==> src/plp_consts.svh <==
`ifndef PLP_CONSTS_SVH
`define PLP_CONSTS_SVH

// Register file offsets of the direction words
`define PLP_RF_DIR_B1      7'h35
`define PLP_RF_DIR_B0      7'h36
`define PLP_RF_DIR_A0      7'h37
`define PLP_RF_GRP_C1      7'h27

// Data memory latch offsets within a bank
`define PLP_DM_OFS_A       7'h70
`define PLP_DM_OFS_B       7'h71
`define PLP_DM_OFS_C       7'h72
`define PLP_DM_OFS_D       7'h73

// Banks
`define PLP_BANK0          2'h0
`define PLP_BANK1          2'h1
`define PLP_BANK2          2'h2

// Reset values
`define PLP_DIR_RESET      4'h0
`define PLP_LAT_RESET      4'h0
`define PLP_BANK_RESET     2'h0

// External timer divide ratios
`define PLP_TMR_DIV5       3'h5
`define PLP_TMR_DIV6       3'h6

// Bit positions of shared functions
`define PLP_BIT_SI         0
`define PLP_BIT_SDA        0
`define PLP_BIT_SCL        1
`define PLP_BIT_SCK        2
`define PLP_BIT_SO         3
`define PLP_BIT_HSYNC      3
`define PLP_BIT_EXT_TMR    3
`define PLP_BIT_GRP        0

`endif

==> src/plp_pkg.sv <==
`default_nettype none

package plp_pkg;

   typedef logic [3:0] plp_nib_t;

   typedef enum logic [2:0] {
      PLP_RUN  = 3'b001,
      PLP_STOP = 3'b010,
      PLP_WAKE = 3'b100
   } plp_osc_state_t;

   // Port pins grouped per nibble
   typedef struct packed {
      plp_nib_t a0;
      plp_nib_t b0;
      plp_nib_t a2;
      plp_nib_t b1;
      plp_nib_t c1;
   } plp_pins_t;

   // Data memory / register file access from the CPU
   typedef struct packed {
      logic       dm_we;
      logic       rf_we;
      logic [1:0] bank;
      logic [6:0] addr;
      plp_nib_t   wdata;
   } plp_cpu_req_t;

endpackage

`default_nettype wire

==> src/plp_port_latches.sv <==
//////////////////////////////////////////////////////////////////////
//////////////////////////////////////////////////////////////////////
`timescale 1ns/10ps
`default_nettype none

`include "plp_consts.svh"

module plp_port_latches (
   // Clock and reset
   input  wire logic                  mclk_in,
   input  wire logic                  reset_n_in,
   // CPU access
   input  wire plp_pkg::plp_cpu_req_t cpu_req_in,
   input  wire logic                  bank_we_in,
   input  wire logic                  stop_exec_in,
   input  wire logic                  wake_in,
   input  wire logic                  tmr_div6_in,
   output logic [3:0]                 cpu_rdata_out,
   output logic [1:0]                 bank_out,
   // Chip enable and resets
   input  wire logic                  chip_enable_in,
   output logic                       cpu_reset_out,
   output logic                       osc_stopped_out,
   // Pins
   input  wire plp_pkg::plp_pins_t    pins_in,
   output plp_pkg::plp_pins_t         pins_out,
   output plp_pkg::plp_pins_t         pins_oe_out,
   output logic [3:0]                 output_port_d1_out,
   output logic [3:0]                 open_drain_port_a1_oe_out,
   // Shared functions
   input  wire logic                  so_in,
   input  wire logic                  so_en_in,
   input  wire logic                  sck_out_in,
   input  wire logic                  sck_oe_in,
   input  wire logic                  sda_drive_low_in,
   input  wire logic                  scl_drive_low_in,
   output logic                       serial_data_in_out,
   output logic                       sck_pin_out,
   output logic                       sda_pin_out,
   output logic                       scl_pin_out,
   output logic                       hsync_counter_input_out,
   output logic                       external_timer_irq_out
);
   import plp_pkg::*;

   //****************************************************************
   // State
   //****************************************************************
   typedef struct packed {
      plp_nib_t       lat_a0;
      plp_nib_t       lat_b0;
      plp_nib_t       lat_a1;
      plp_nib_t       lat_b1;
      plp_nib_t       lat_c1;
      plp_nib_t       lat_d1;
      plp_nib_t       lat_a2;
      plp_nib_t       port_a0_bit_direction;
      plp_nib_t       port_b0_bit_direction;
      plp_nib_t       port_b1_bit_direction;
      logic           port_c1_group_direction;
      logic [1:0]     bank;
      plp_osc_state_t osc;
      logic           osc_stop;
      logic           ce_q1;
      logic           ce_q2;
      logic           ce_prev;
      logic           cpu_rst;
      plp_nib_t       rdata;
      plp_pins_t      pin_q1;
      plp_pins_t      pin_q2;
      plp_pins_t      dout;
      plp_pins_t      oe;
      plp_nib_t       od_a1_oe;
      plp_nib_t       d1_out;
      logic           irq;
   } plp_state_t;

   plp_state_t st_r;
   plp_state_t st_nxt;
   logic       tmr_tick;
   logic       ce_rise;

   // Input bits show the pin, output bits the latch
   function automatic plp_nib_t mix_read(input plp_nib_t dir, input plp_nib_t lat, input plp_nib_t pin);
      mix_read = (dir & lat) | (~dir & pin);
   endfunction

   function automatic logic hit(input plp_cpu_req_t r, input logic [1:0] bnk, input logic [6:0] ofs);
      hit = (r.bank == bnk) && (r.addr == ofs);
   endfunction

   //****************************************************************
   // External timer divider
   //****************************************************************
   plp_tmr_div u_tmr_div (
      .mclk_in      (mclk_in),
      .reset_n_in   (reset_n_in),
      .timer_pin_sync_in (st_r.pin_q2.b1[`PLP_BIT_EXT_TMR]),
      .div6_sel_in  (tmr_div6_in),
      .tick_out     (tmr_tick)
   );

   // Edge taken behind both synchroniser flops, so a slow pin cannot race
   assign ce_rise = st_r.ce_q2 && !st_r.ce_prev;

   //****************************************************************
   // Next state
   //****************************************************************
   always_comb begin
      st_nxt         = st_r;
      st_nxt.pin_q1  = pins_in;
      st_nxt.pin_q2  = st_r.pin_q1;
      st_nxt.ce_q1   = chip_enable_in;
      st_nxt.ce_q2   = st_r.ce_q1;
      st_nxt.ce_prev = st_r.ce_q2;
      st_nxt.cpu_rst = ce_rise;
      st_nxt.irq     = tmr_tick;

      // Stop only honoured while chip enable is low
      case (st_r.osc)
         PLP_RUN: begin
            if (stop_exec_in && !st_r.ce_q2) begin
               st_nxt.osc = PLP_STOP;
            end
            // With chip enable high stop is a plain no-operation
         end
         PLP_STOP: begin
            if (wake_in || ce_rise) begin
               st_nxt.osc = PLP_WAKE;
            end
         end
         PLP_WAKE: begin
            st_nxt.osc = PLP_RUN;
         end
         default: begin
            st_nxt.osc = PLP_RUN;
         end
      endcase
      st_nxt.osc_stop = (st_nxt.osc == PLP_STOP);

      // CPU writes
      if (bank_we_in) begin
         st_nxt.bank = cpu_req_in.bank;
      end
      if (cpu_req_in.dm_we) begin
         if (hit(cpu_req_in, `PLP_BANK0, `PLP_DM_OFS_A)) begin
            st_nxt.lat_a0 = cpu_req_in.wdata;
         end
         if (hit(cpu_req_in, `PLP_BANK0, `PLP_DM_OFS_B)) begin
            st_nxt.lat_b0 = cpu_req_in.wdata;
         end
         if (hit(cpu_req_in, `PLP_BANK1, `PLP_DM_OFS_A)) begin
            st_nxt.lat_a1 = cpu_req_in.wdata;
         end
         if (hit(cpu_req_in, `PLP_BANK1, `PLP_DM_OFS_B)) begin
            st_nxt.lat_b1 = cpu_req_in.wdata;
         end
         if (hit(cpu_req_in, `PLP_BANK1, `PLP_DM_OFS_C)) begin
            st_nxt.lat_c1 = cpu_req_in.wdata;
         end
         if (hit(cpu_req_in, `PLP_BANK1, `PLP_DM_OFS_D)) begin
            st_nxt.lat_d1 = cpu_req_in.wdata;
         end
         if (hit(cpu_req_in, `PLP_BANK2, `PLP_DM_OFS_A)) begin
            st_nxt.lat_a2 = cpu_req_in.wdata;
         end
      end
      if (cpu_req_in.rf_we) begin
         case (cpu_req_in.addr)
            `PLP_RF_DIR_B1: st_nxt.port_b1_bit_direction = cpu_req_in.wdata;
            `PLP_RF_DIR_B0: st_nxt.port_b0_bit_direction = cpu_req_in.wdata;
            `PLP_RF_DIR_A0: st_nxt.port_a0_bit_direction = cpu_req_in.wdata;
            `PLP_RF_GRP_C1: st_nxt.port_c1_group_direction = cpu_req_in.wdata[`PLP_BIT_GRP];
            default: begin
            end
         endcase
      end

      // Chip-enable rise or clock stop: bank 0, every I/O port to input
      if (ce_rise || st_r.osc == PLP_STOP) begin
         st_nxt.bank                    = `PLP_BANK_RESET;
         st_nxt.port_a0_bit_direction   = `PLP_DIR_RESET;
         st_nxt.port_b0_bit_direction   = `PLP_DIR_RESET;
         st_nxt.port_b1_bit_direction   = `PLP_DIR_RESET;
         st_nxt.port_c1_group_direction = 1'b0;
      end

      // Read data
      // Input bits lag the wire by two cycles, through the synchroniser
      st_nxt.rdata = 4'h0;
      if (cpu_req_in.rf_we == 1'b0) begin
         if (hit(cpu_req_in, `PLP_BANK0, `PLP_DM_OFS_A)) begin
            st_nxt.rdata = mix_read(st_r.port_a0_bit_direction, st_r.lat_a0, st_r.pin_q2.a0);
         end
         if (hit(cpu_req_in, `PLP_BANK0, `PLP_DM_OFS_B)) begin
            st_nxt.rdata = mix_read(st_r.port_b0_bit_direction, st_r.lat_b0, st_r.pin_q2.b0);
         end
         // Output-only ports read back their latch
         if (hit(cpu_req_in, `PLP_BANK1, `PLP_DM_OFS_A)) begin
            st_nxt.rdata = st_r.lat_a1;
         end
         if (hit(cpu_req_in, `PLP_BANK1, `PLP_DM_OFS_B)) begin
            st_nxt.rdata = mix_read(st_r.port_b1_bit_direction, st_r.lat_b1, st_r.pin_q2.b1);
         end
         if (hit(cpu_req_in, `PLP_BANK1, `PLP_DM_OFS_C)) begin
            st_nxt.rdata = mix_read({4{st_r.port_c1_group_direction}}, st_r.lat_c1, st_r.pin_q2.c1);
         end
         if (hit(cpu_req_in, `PLP_BANK1, `PLP_DM_OFS_D)) begin
            st_nxt.rdata = st_r.lat_d1;
         end
         if (hit(cpu_req_in, `PLP_BANK2, `PLP_DM_OFS_A)) begin
            st_nxt.rdata = mix_read(st_r.port_b1_bit_direction, st_r.lat_a2, st_r.pin_q2.a2);
         end
      end

      // Pin drive
      st_nxt.dout.a0 = st_r.lat_a0;
      st_nxt.dout.b0 = st_r.lat_b0;
      st_nxt.dout.a2 = st_r.lat_a2;
      st_nxt.dout.b1 = st_r.lat_b1;
      st_nxt.dout.c1 = st_r.lat_c1;
      // Port a2 has no word of its own and follows the port b1 directions
      st_nxt.oe.a0   = st_r.port_a0_bit_direction;
      st_nxt.oe.b0   = st_r.port_b0_bit_direction;
      st_nxt.oe.a2   = st_r.port_b1_bit_direction;
      st_nxt.oe.b1   = st_r.port_b1_bit_direction;
      // One group bit steers all four port c1 pins
      st_nxt.oe.c1   = {4{st_r.port_c1_group_direction}};
      // Serial functions override port a0 when enabled
      if (so_en_in) begin
         st_nxt.dout.a0[`PLP_BIT_SO] = so_in;
         st_nxt.oe.a0[`PLP_BIT_SO]   = 1'b1;
      end
      if (sck_oe_in) begin
         st_nxt.dout.a0[`PLP_BIT_SCK] = sck_out_in;
         st_nxt.oe.a0[`PLP_BIT_SCK]   = 1'b1;
      end
      // Two-wire lines only ever pull low
      if (sda_drive_low_in) begin
         st_nxt.dout.a0[`PLP_BIT_SDA] = 1'b0;
         st_nxt.oe.a0[`PLP_BIT_SDA]   = 1'b1;
      end
      if (scl_drive_low_in) begin
         st_nxt.dout.a0[`PLP_BIT_SCL] = 1'b0;
         st_nxt.oe.a0[`PLP_BIT_SCL]   = 1'b1;
      end
      st_nxt.od_a1_oe = ~st_r.lat_a1;
      st_nxt.d1_out   = st_r.lat_d1;
   end

   //****************************************************************
   // Registers
   //****************************************************************
   // Latch reset value is a convenience; software must not rely on it
   always_ff @(posedge mclk_in or negedge reset_n_in) begin
      if (!reset_n_in) begin
         st_r     <= '0;
         st_r.osc <= PLP_RUN;
      end else begin
         st_r <= st_nxt;
      end
   end

   //****************************************************************
   // Outputs
   //****************************************************************
   assign cpu_rdata_out             = st_r.rdata;
   assign bank_out                  = st_r.bank;
   assign cpu_reset_out             = st_r.cpu_rst;
   assign osc_stopped_out           = st_r.osc_stop;
   assign pins_out                  = st_r.dout;
   assign pins_oe_out               = st_r.oe;
   assign output_port_d1_out        = st_r.d1_out;
   assign open_drain_port_a1_oe_out = st_r.od_a1_oe;
   assign serial_data_in_out        = st_r.pin_q2.b0[`PLP_BIT_SI];
   assign hsync_counter_input_out   = st_r.pin_q2.b0[`PLP_BIT_HSYNC];
   assign sck_pin_out               = st_r.pin_q2.a0[`PLP_BIT_SCK];
   assign sda_pin_out               = st_r.pin_q2.a0[`PLP_BIT_SDA];
   assign scl_pin_out               = st_r.pin_q2.a0[`PLP_BIT_SCL];
   assign external_timer_irq_out    = st_r.irq;

endmodule // plp_port_latches

`default_nettype wire

==> src/plp_tmr_div.sv <==
`timescale 1ns/10ps
`default_nettype none

module plp_tmr_div (
   // Clock and reset
   input  wire logic  mclk_in,
   input  wire logic  reset_n_in,
   // Synchronised timer pin and ratio select
   input  wire logic  timer_pin_sync_in,
   input  wire logic  div6_sel_in,
   // Interrupt request pulse
   output logic       tick_out
);
   import plp_pkg::*;

   typedef struct packed {
      logic       prev;
      logic [2:0] cnt;
      logic       tick;
   } plp_tmr_st_t;

   plp_tmr_st_t st_r;
   plp_tmr_st_t st_nxt;
   logic [2:0]  ratio;

   always_comb begin
      st_nxt      = st_r;
      st_nxt.tick = 1'b0;
      st_nxt.prev = timer_pin_sync_in;
      ratio       = div6_sel_in ? `PLP_TMR_DIV6 : `PLP_TMR_DIV5;
      // Rising edges counted, one pulse every 5 or 6 of them
      if (timer_pin_sync_in && !st_r.prev) begin
         if (st_r.cnt >= ratio - 3'h1) begin
            st_nxt.cnt  = 3'h0;
            st_nxt.tick = 1'b1;
         end else begin
            st_nxt.cnt = st_r.cnt + 3'h1;
         end
      end
   end

   always_ff @(posedge mclk_in or negedge reset_n_in) begin
      if (!reset_n_in) begin
         st_r <= '0;
      end else begin
         st_r <= st_nxt;
      end
   end

   assign tick_out = st_r.tick;

endmodule // plp_tmr_div

`default_nettype wire

==> config.mk <==
export PLATFORM = sky130hd
export DESIGN_NAME = plp_port_latches
export DESIGN_NICKNAME = d
export VERILOG_FILES = /design/src/plp_pkg.sv /design/src/plp_port_latches.sv /design/src/plp_tmr_div.sv
export VERILOG_INCLUDE_DIRS = /design/src
export SDC_FILE = /design/constraint.sdc
export NUM_CORES = 1
export LEC_CHECK = 0
export ABC_AREA = 1
export BUFFER_PORTS_ARGS = -buffer_cell sky130_fd_sc_hd__buf_4
export CELL_PAD_IN_SITES_DETAIL_PLACEMENT = 0
export CELL_PAD_IN_SITES_GLOBAL_PLACEMENT = 1
export CORE_MARGIN = 2
export CORE_UTILIZATION = 45
export CTS_CLUSTER_SIZE = 40
export DETAILED_ROUTE_END_ITERATION = 10
export PLACE_DENSITY_LB_ADDON = 0.1
export SYNTH_ARGS = -nofsm -noshare
export SYNTH_HDL_FRONTEND = slang
export SYNTH_HIERARCHICAL = 1
export SYNTH_SLANG_ARGS = --single-unit
==> constraint.sdc <==
create_clock -name mclk_in -period 3.9 [get_ports mclk_in]
set_input_delay 0.78 -clock mclk_in [delete_from_list [all_inputs] [get_ports mclk_in]]
set_output_delay 0.78 -clock mclk_in [all_outputs]
set_load 0.05 [all_outputs]
### Word-level counts from Yosys, hierarchy flattened

Cells that the tools add are included.

| word-level totals | value |
|---|---|
| bits in registers | 142 |
| bits of input ports | 48 |
| output and inout bits | 62 |
| word-level logic and storage cells | 143 |

| operators by class | value |
|---|---|
| $add $sub $neg | 2 |
| $lt $le $gt $ge | 1 |
| eq/ne operators | 13 |
| multiplexer cells | 30 |
| bitwise gates (word level) | 20 |
| reductions and logical operators | 33 |

Operator list:

| operator | number |
|---|---|
| 2-to-1 mux 4 bit | 11 |
| AND 4 bit | 10 |
| equality test 7 x 6 -> 1 bit, second input constant | 4 |
| equality test 7 bit, second input constant | 4 |
| AND reduction 2 bit | 11 |
| NOT 4 bit | 5 |
| OR 4 bit | 5 |
| 2-to-1 mux 15 bit | 1 |
| 2-to-1 mux 13 bit | 1 |
| nonzero test 2 bit | 6 |
| 2-to-1 mux 1 bit | 11 |
| logical AND 1 bit | 10 |
| 2-to-1 mux 3 bit | 3 |
| equality test 3 x 2 -> 1 bit, second input constant | 2 |
| one-hot mux 3 bit (2 select lines) | 1 |
| 2-to-1 mux 2 bit | 2 |
| adder 3 x 1 -> 3 bit, second input constant | 1 |
| equality test 3 x 1 -> 1 bit, second input constant | 1 |
| >= comparator 3 bit | 1 |
| zero test 1 bit | 3 |
| subtractor 3 x 1 -> 3 bit, second input constant | 1 |
| equality test 2 x 1 -> 1 bit, second input constant | 1 |
| equality test 2 bit, second input constant | 1 |
| zero test 2 bit | 1 |
| logical OR 1 bit | 2 |

### Logic depth before layout (Yosys ltp)

| depth | value |
|---|---|
| word-level depth | 11 |
| gate-level depth with buffers | 10 |
| mapped depth without buffers | 10 |

### Cells and area by module

Netlist, hierarchy kept.

Modules (own cells, without submodules):

| module | times used | cells each | area an instance (um^2) | seq. area each (um^2) |
|---|---|---|---|---|
| plp_port_latches | 1 | 472 | 5,236.3 | 3,429.5 |
| plp_tmr_div | 1 | 31 | 256.5 | 125.1 |

### Worst setup path before layout

OpenSTA, ideal clock, no wires.

| timing | value |
|---|---|
| path type | input to register |
| from | in cpu_req_in[6] in the netlist's numbering |
| to | reg st_r (netlist bit st_nxt[30]) |
| setup time | 124 ps |
| data arrival time | 1,526 ps |
| required time | 3,776 ps |
| path slack | 2,250 ps |
| stages on the path | 8 |
| buffers on the path | 0 |
| path through | inv_1 nand2_2 nor2_4 nand2_4 nor2_4 nand2_2 nand2_1 o21ai_1 |

| on the way | value |
|---|---|
| word-level cells in the longest chain between the ends | 3 |

RTL lines:

| what | line | text |
|---|---|---|
| start: declaration | plp_port_latches.sv:13 | `input wire plp_pkg::plp_cpu_req_t cpu_req_in,` |
| equality test 7 bit | plp_port_latches.sv:89 | `hit = (r.bank == bnk) && (r.addr == ofs);` |
| logical AND 1 bit | plp_port_latches.sv:89 |  |
| AND reduction 2 bit (no source line) | - |  |
| end signal: assignment | plp_port_latches.sv:260 | `st_r <= st_nxt;` |
| end: declaration | plp_port_latches.sv:78 | `plp_state_t st_r;` |

No other way between the ends.
A chain may end at the register's enable or synchronous reset.

==> results_dict.tcl <==
set metrics [dict create \
    status "finished clean" \
    critPathMaxFanout 2 \
    wire_per_inst_microns 14.7 \
    core_area_sq_mm 0.0120 \
    p_switching_uw 968 \
    area_growth_pct 23.3 \
    synth_area_per_cell_sq_um 10.9 \
    fin_crit_ns 1.80 \
    setup_tns_ns 0 \
    rr_worst_depth 5 \
    end_kind "output port" \
    async_flop_share 1.00 \
    synthFlopType "dfrtp_1" \
    clock_latency_ns 0.42 \
    skew_ns 0.00521 \
    syn_nets 553 \
    grt_overflow_total 0 \
    worst_pin_slew_ns 0.833 \
    io_buffers 109 \
    clockBufferDepth 2 \
    cts_sinks 142 \
    maxSlewViolCount 0 \
    ys_seq_area_frac 0.647 \
    crit-reg2reg-capture "st_nxt[16]" \
    path_cells "buf_4" \
    synthDistinctLibCells 27 \
    rsz0062_at_grt "no" \
    worstPathArrival_ns 1.02 \
    cts_hold_buf 0 \
    gp_congestion 0.823 \
    p_leak_nw 3.42 \
    via_per_inst 4.73 \
    hp-class "flip-flop to flip-flop" \
    worstReg2RegStart "st_r[98]" \
    grt_antenna_before_repair 0 \
    vias 3491 \
    drv_cap 0 \
    power_frac_comb 0.121 \
    drc 0 \
    cts_max_level 4 \
    placedCellCount 706 \
    worstHoldStart "st_nxt[62]" \
    period_share 0.461 \
    cp_top_family "flip-flops" \
    power_density_mw_per_mm2 581 \
    cts.clk_slew.worst_paths_ns 0.06 \
    drtPass1Iterations 4 \
    cts_tree "done" \
    final_common_cell "dfrtp_1" \
    chipHeight_microns 114 \
    final_cell_mix "dfrtp_1 (141), buf_4 (110), nand2_1 (98)" \
    synth_edf_count 0 \
    hold_depth 0 \
    cp.required_ns 3.12 \
    fmax_ghz 0.557 \
    grt_max_degree 95 \
    grt_pass1_vias 3470 \
    pwr-share-clk 0.461 \
    dpl-instance-area_sq_mm 0.00610 \
    p_int_mw 2.97 \
    drt-total-wl_microns 10900 \
    fin_cells 738 \
    dpl.hpwl_microns 7840 \
    setup_viol 0 \
    initial_utilization 0.459 \
    synthCells 503 \
    pwr-share-seq 0.419 \
    syn_area_sq_mm 0.00549 \
    fp.dieW_microns 114 \
    max-slew-margin-rel 0.445 \
    grt_pass1_wl_microns 17500 \
    rows 40 \
    switching_share 0.246 \
    ys_warn_count 6 \
    drtIter0Drc 141 \
    ir_drop_uv 304 \
    start_kind "flip-flop" \
    cts_setup_buffers 0 \
    ys_ff_latch 142 \
    reg2reg_setup_slack_ns 2.29 \
    cts_resized 0 \
    slowest_delay_ns 0.40 \
    holdPathEnd "st_r[62]" \
    die_area_sq_mm 0.0131 \
    cp.buffers_inverters 1 \
    cts-root-buf "clkbuf_16" \
    path_class "flip-flop to output port" \
    cp_slowest_cell "dfrtp_1" \
    track_usage 0.182 \
    n_antenna_cell 0 \
    ios 110 \
    drive_gt1_frac 0.318 \
    final_area_sq_mm 0.00677 \
    hold_violations 0 \
    numCtsBuffers 17 \
    ant_nets 0 \
    finalNetCount 628 \
]
cell usage after synthesis (7+ instances only):
library cell / n / share of area
dfrtp_1: 141 / 0.64
nand2_1: 98 / 0.067
buf_4: 55 / 0.075
inv_1: 54 / 0.037
o21ai_0: 39 / 0.036
nand3_1: 17 / 0.015
nor2_1: 17 / 0.012
o21ai_1: 16 / 0.015
mux2_2: 12 / 0.025
nand4_1: 9 / 0.010
nand2_2: 8 / 0.0091
inv_2: 7 / 0.0048
area by class of cell:
class,instances,area [sq um]
Multi-Input combinational cell,245,1300
Clock buffer,21,460
Fill cell,1054,5190
Tap cell,147,184
Inverter,61,229
Sequential cell,142,3550
Timing Repair Buffer,111,837
Clock inverter,11,213
worst max path at each step:
stage | start | endpoint | slack, ns | depth (start not counted)
after CTS | pins_oe_out[5] | pins_oe_out[9] | 2.08 | 1
after global routing | st_r[98] | st_nxt[14] | 2.05 | 5
final | pins_oe_out[7] | pins_oe_out[11] | 2.10 | 1
after detailed placement | cpu_req_in[6] | st_r[143] | 1.95 | 6
after floorplan | cpu_req_in[6] | st_nxt[30] | 2.25 | 8
after global placement | cpu_req_in[12] | st_nxt[36] | 1.97 | 9
cell families (layout without fill, tap and decap cells):
kind of cell               Yosys count  in the layout  share of synthesized area
AOI/OAI and AO/OA                   61             61                     0.0592
adders and majority gates            2              2                    0.00456
buffers and inverters              116            204                      0.117
DFF                                142            142                      0.647
muxes                               12             12                     0.0246
and+or+nand+nor                    170            170                      0.148
stage by stage:
stage               power [mW]   util  setup WS (ns)  hold WS, ns
CTS                       3.98  0.566           2.08        0.347
detailed placement        2.15  0.510           1.95        0.335
global placement          2.15  0.510           1.97        0.333
global route              4.11  0.566           2.05        0.353
floorplan                 2.00      -           2.25        0.331
finish                    3.93  0.566           2.10        0.345
power by group through the flow:
stage / sequential (mW) / combinational (mW) / clock, mW
3_5_place_dp: 1.67 / 0.480 / 0
4_1_cts: 1.65 / 0.482 / 1.85
2_1_floorplan: 1.67 / 0.334 / 0
5_1_grt: 1.66 / 0.523 / 1.92
6_report: 1.65 / 0.475 / 1.81
3_3_place_gp: 1.67 / 0.474 / 0
registers in the layout (all words and copies together) (netlist names), 2 cells and up:
signal	flops
st_r	31
cpu_rdata_out	4
bank_out	2
pins_out	20
pins_oe_out	13
output_port_d1_out	4
u_tmr_div/st_r	4
open_drain_port_a1_oe_out	4
st_nxt	51
routing by layer:
metal / up-vias / global-route usage / part of all wire
li1: 1697 / - / -
met1: 1670 / 0.236 / 0.45
met2: 98 / 0.278 / 0.48
met3: 26 / 0.0566 / 0.050
met4: 0 / 0.0927 / 0.026
met5: - / 0 / 0
(Power assumes the default switching activity.)
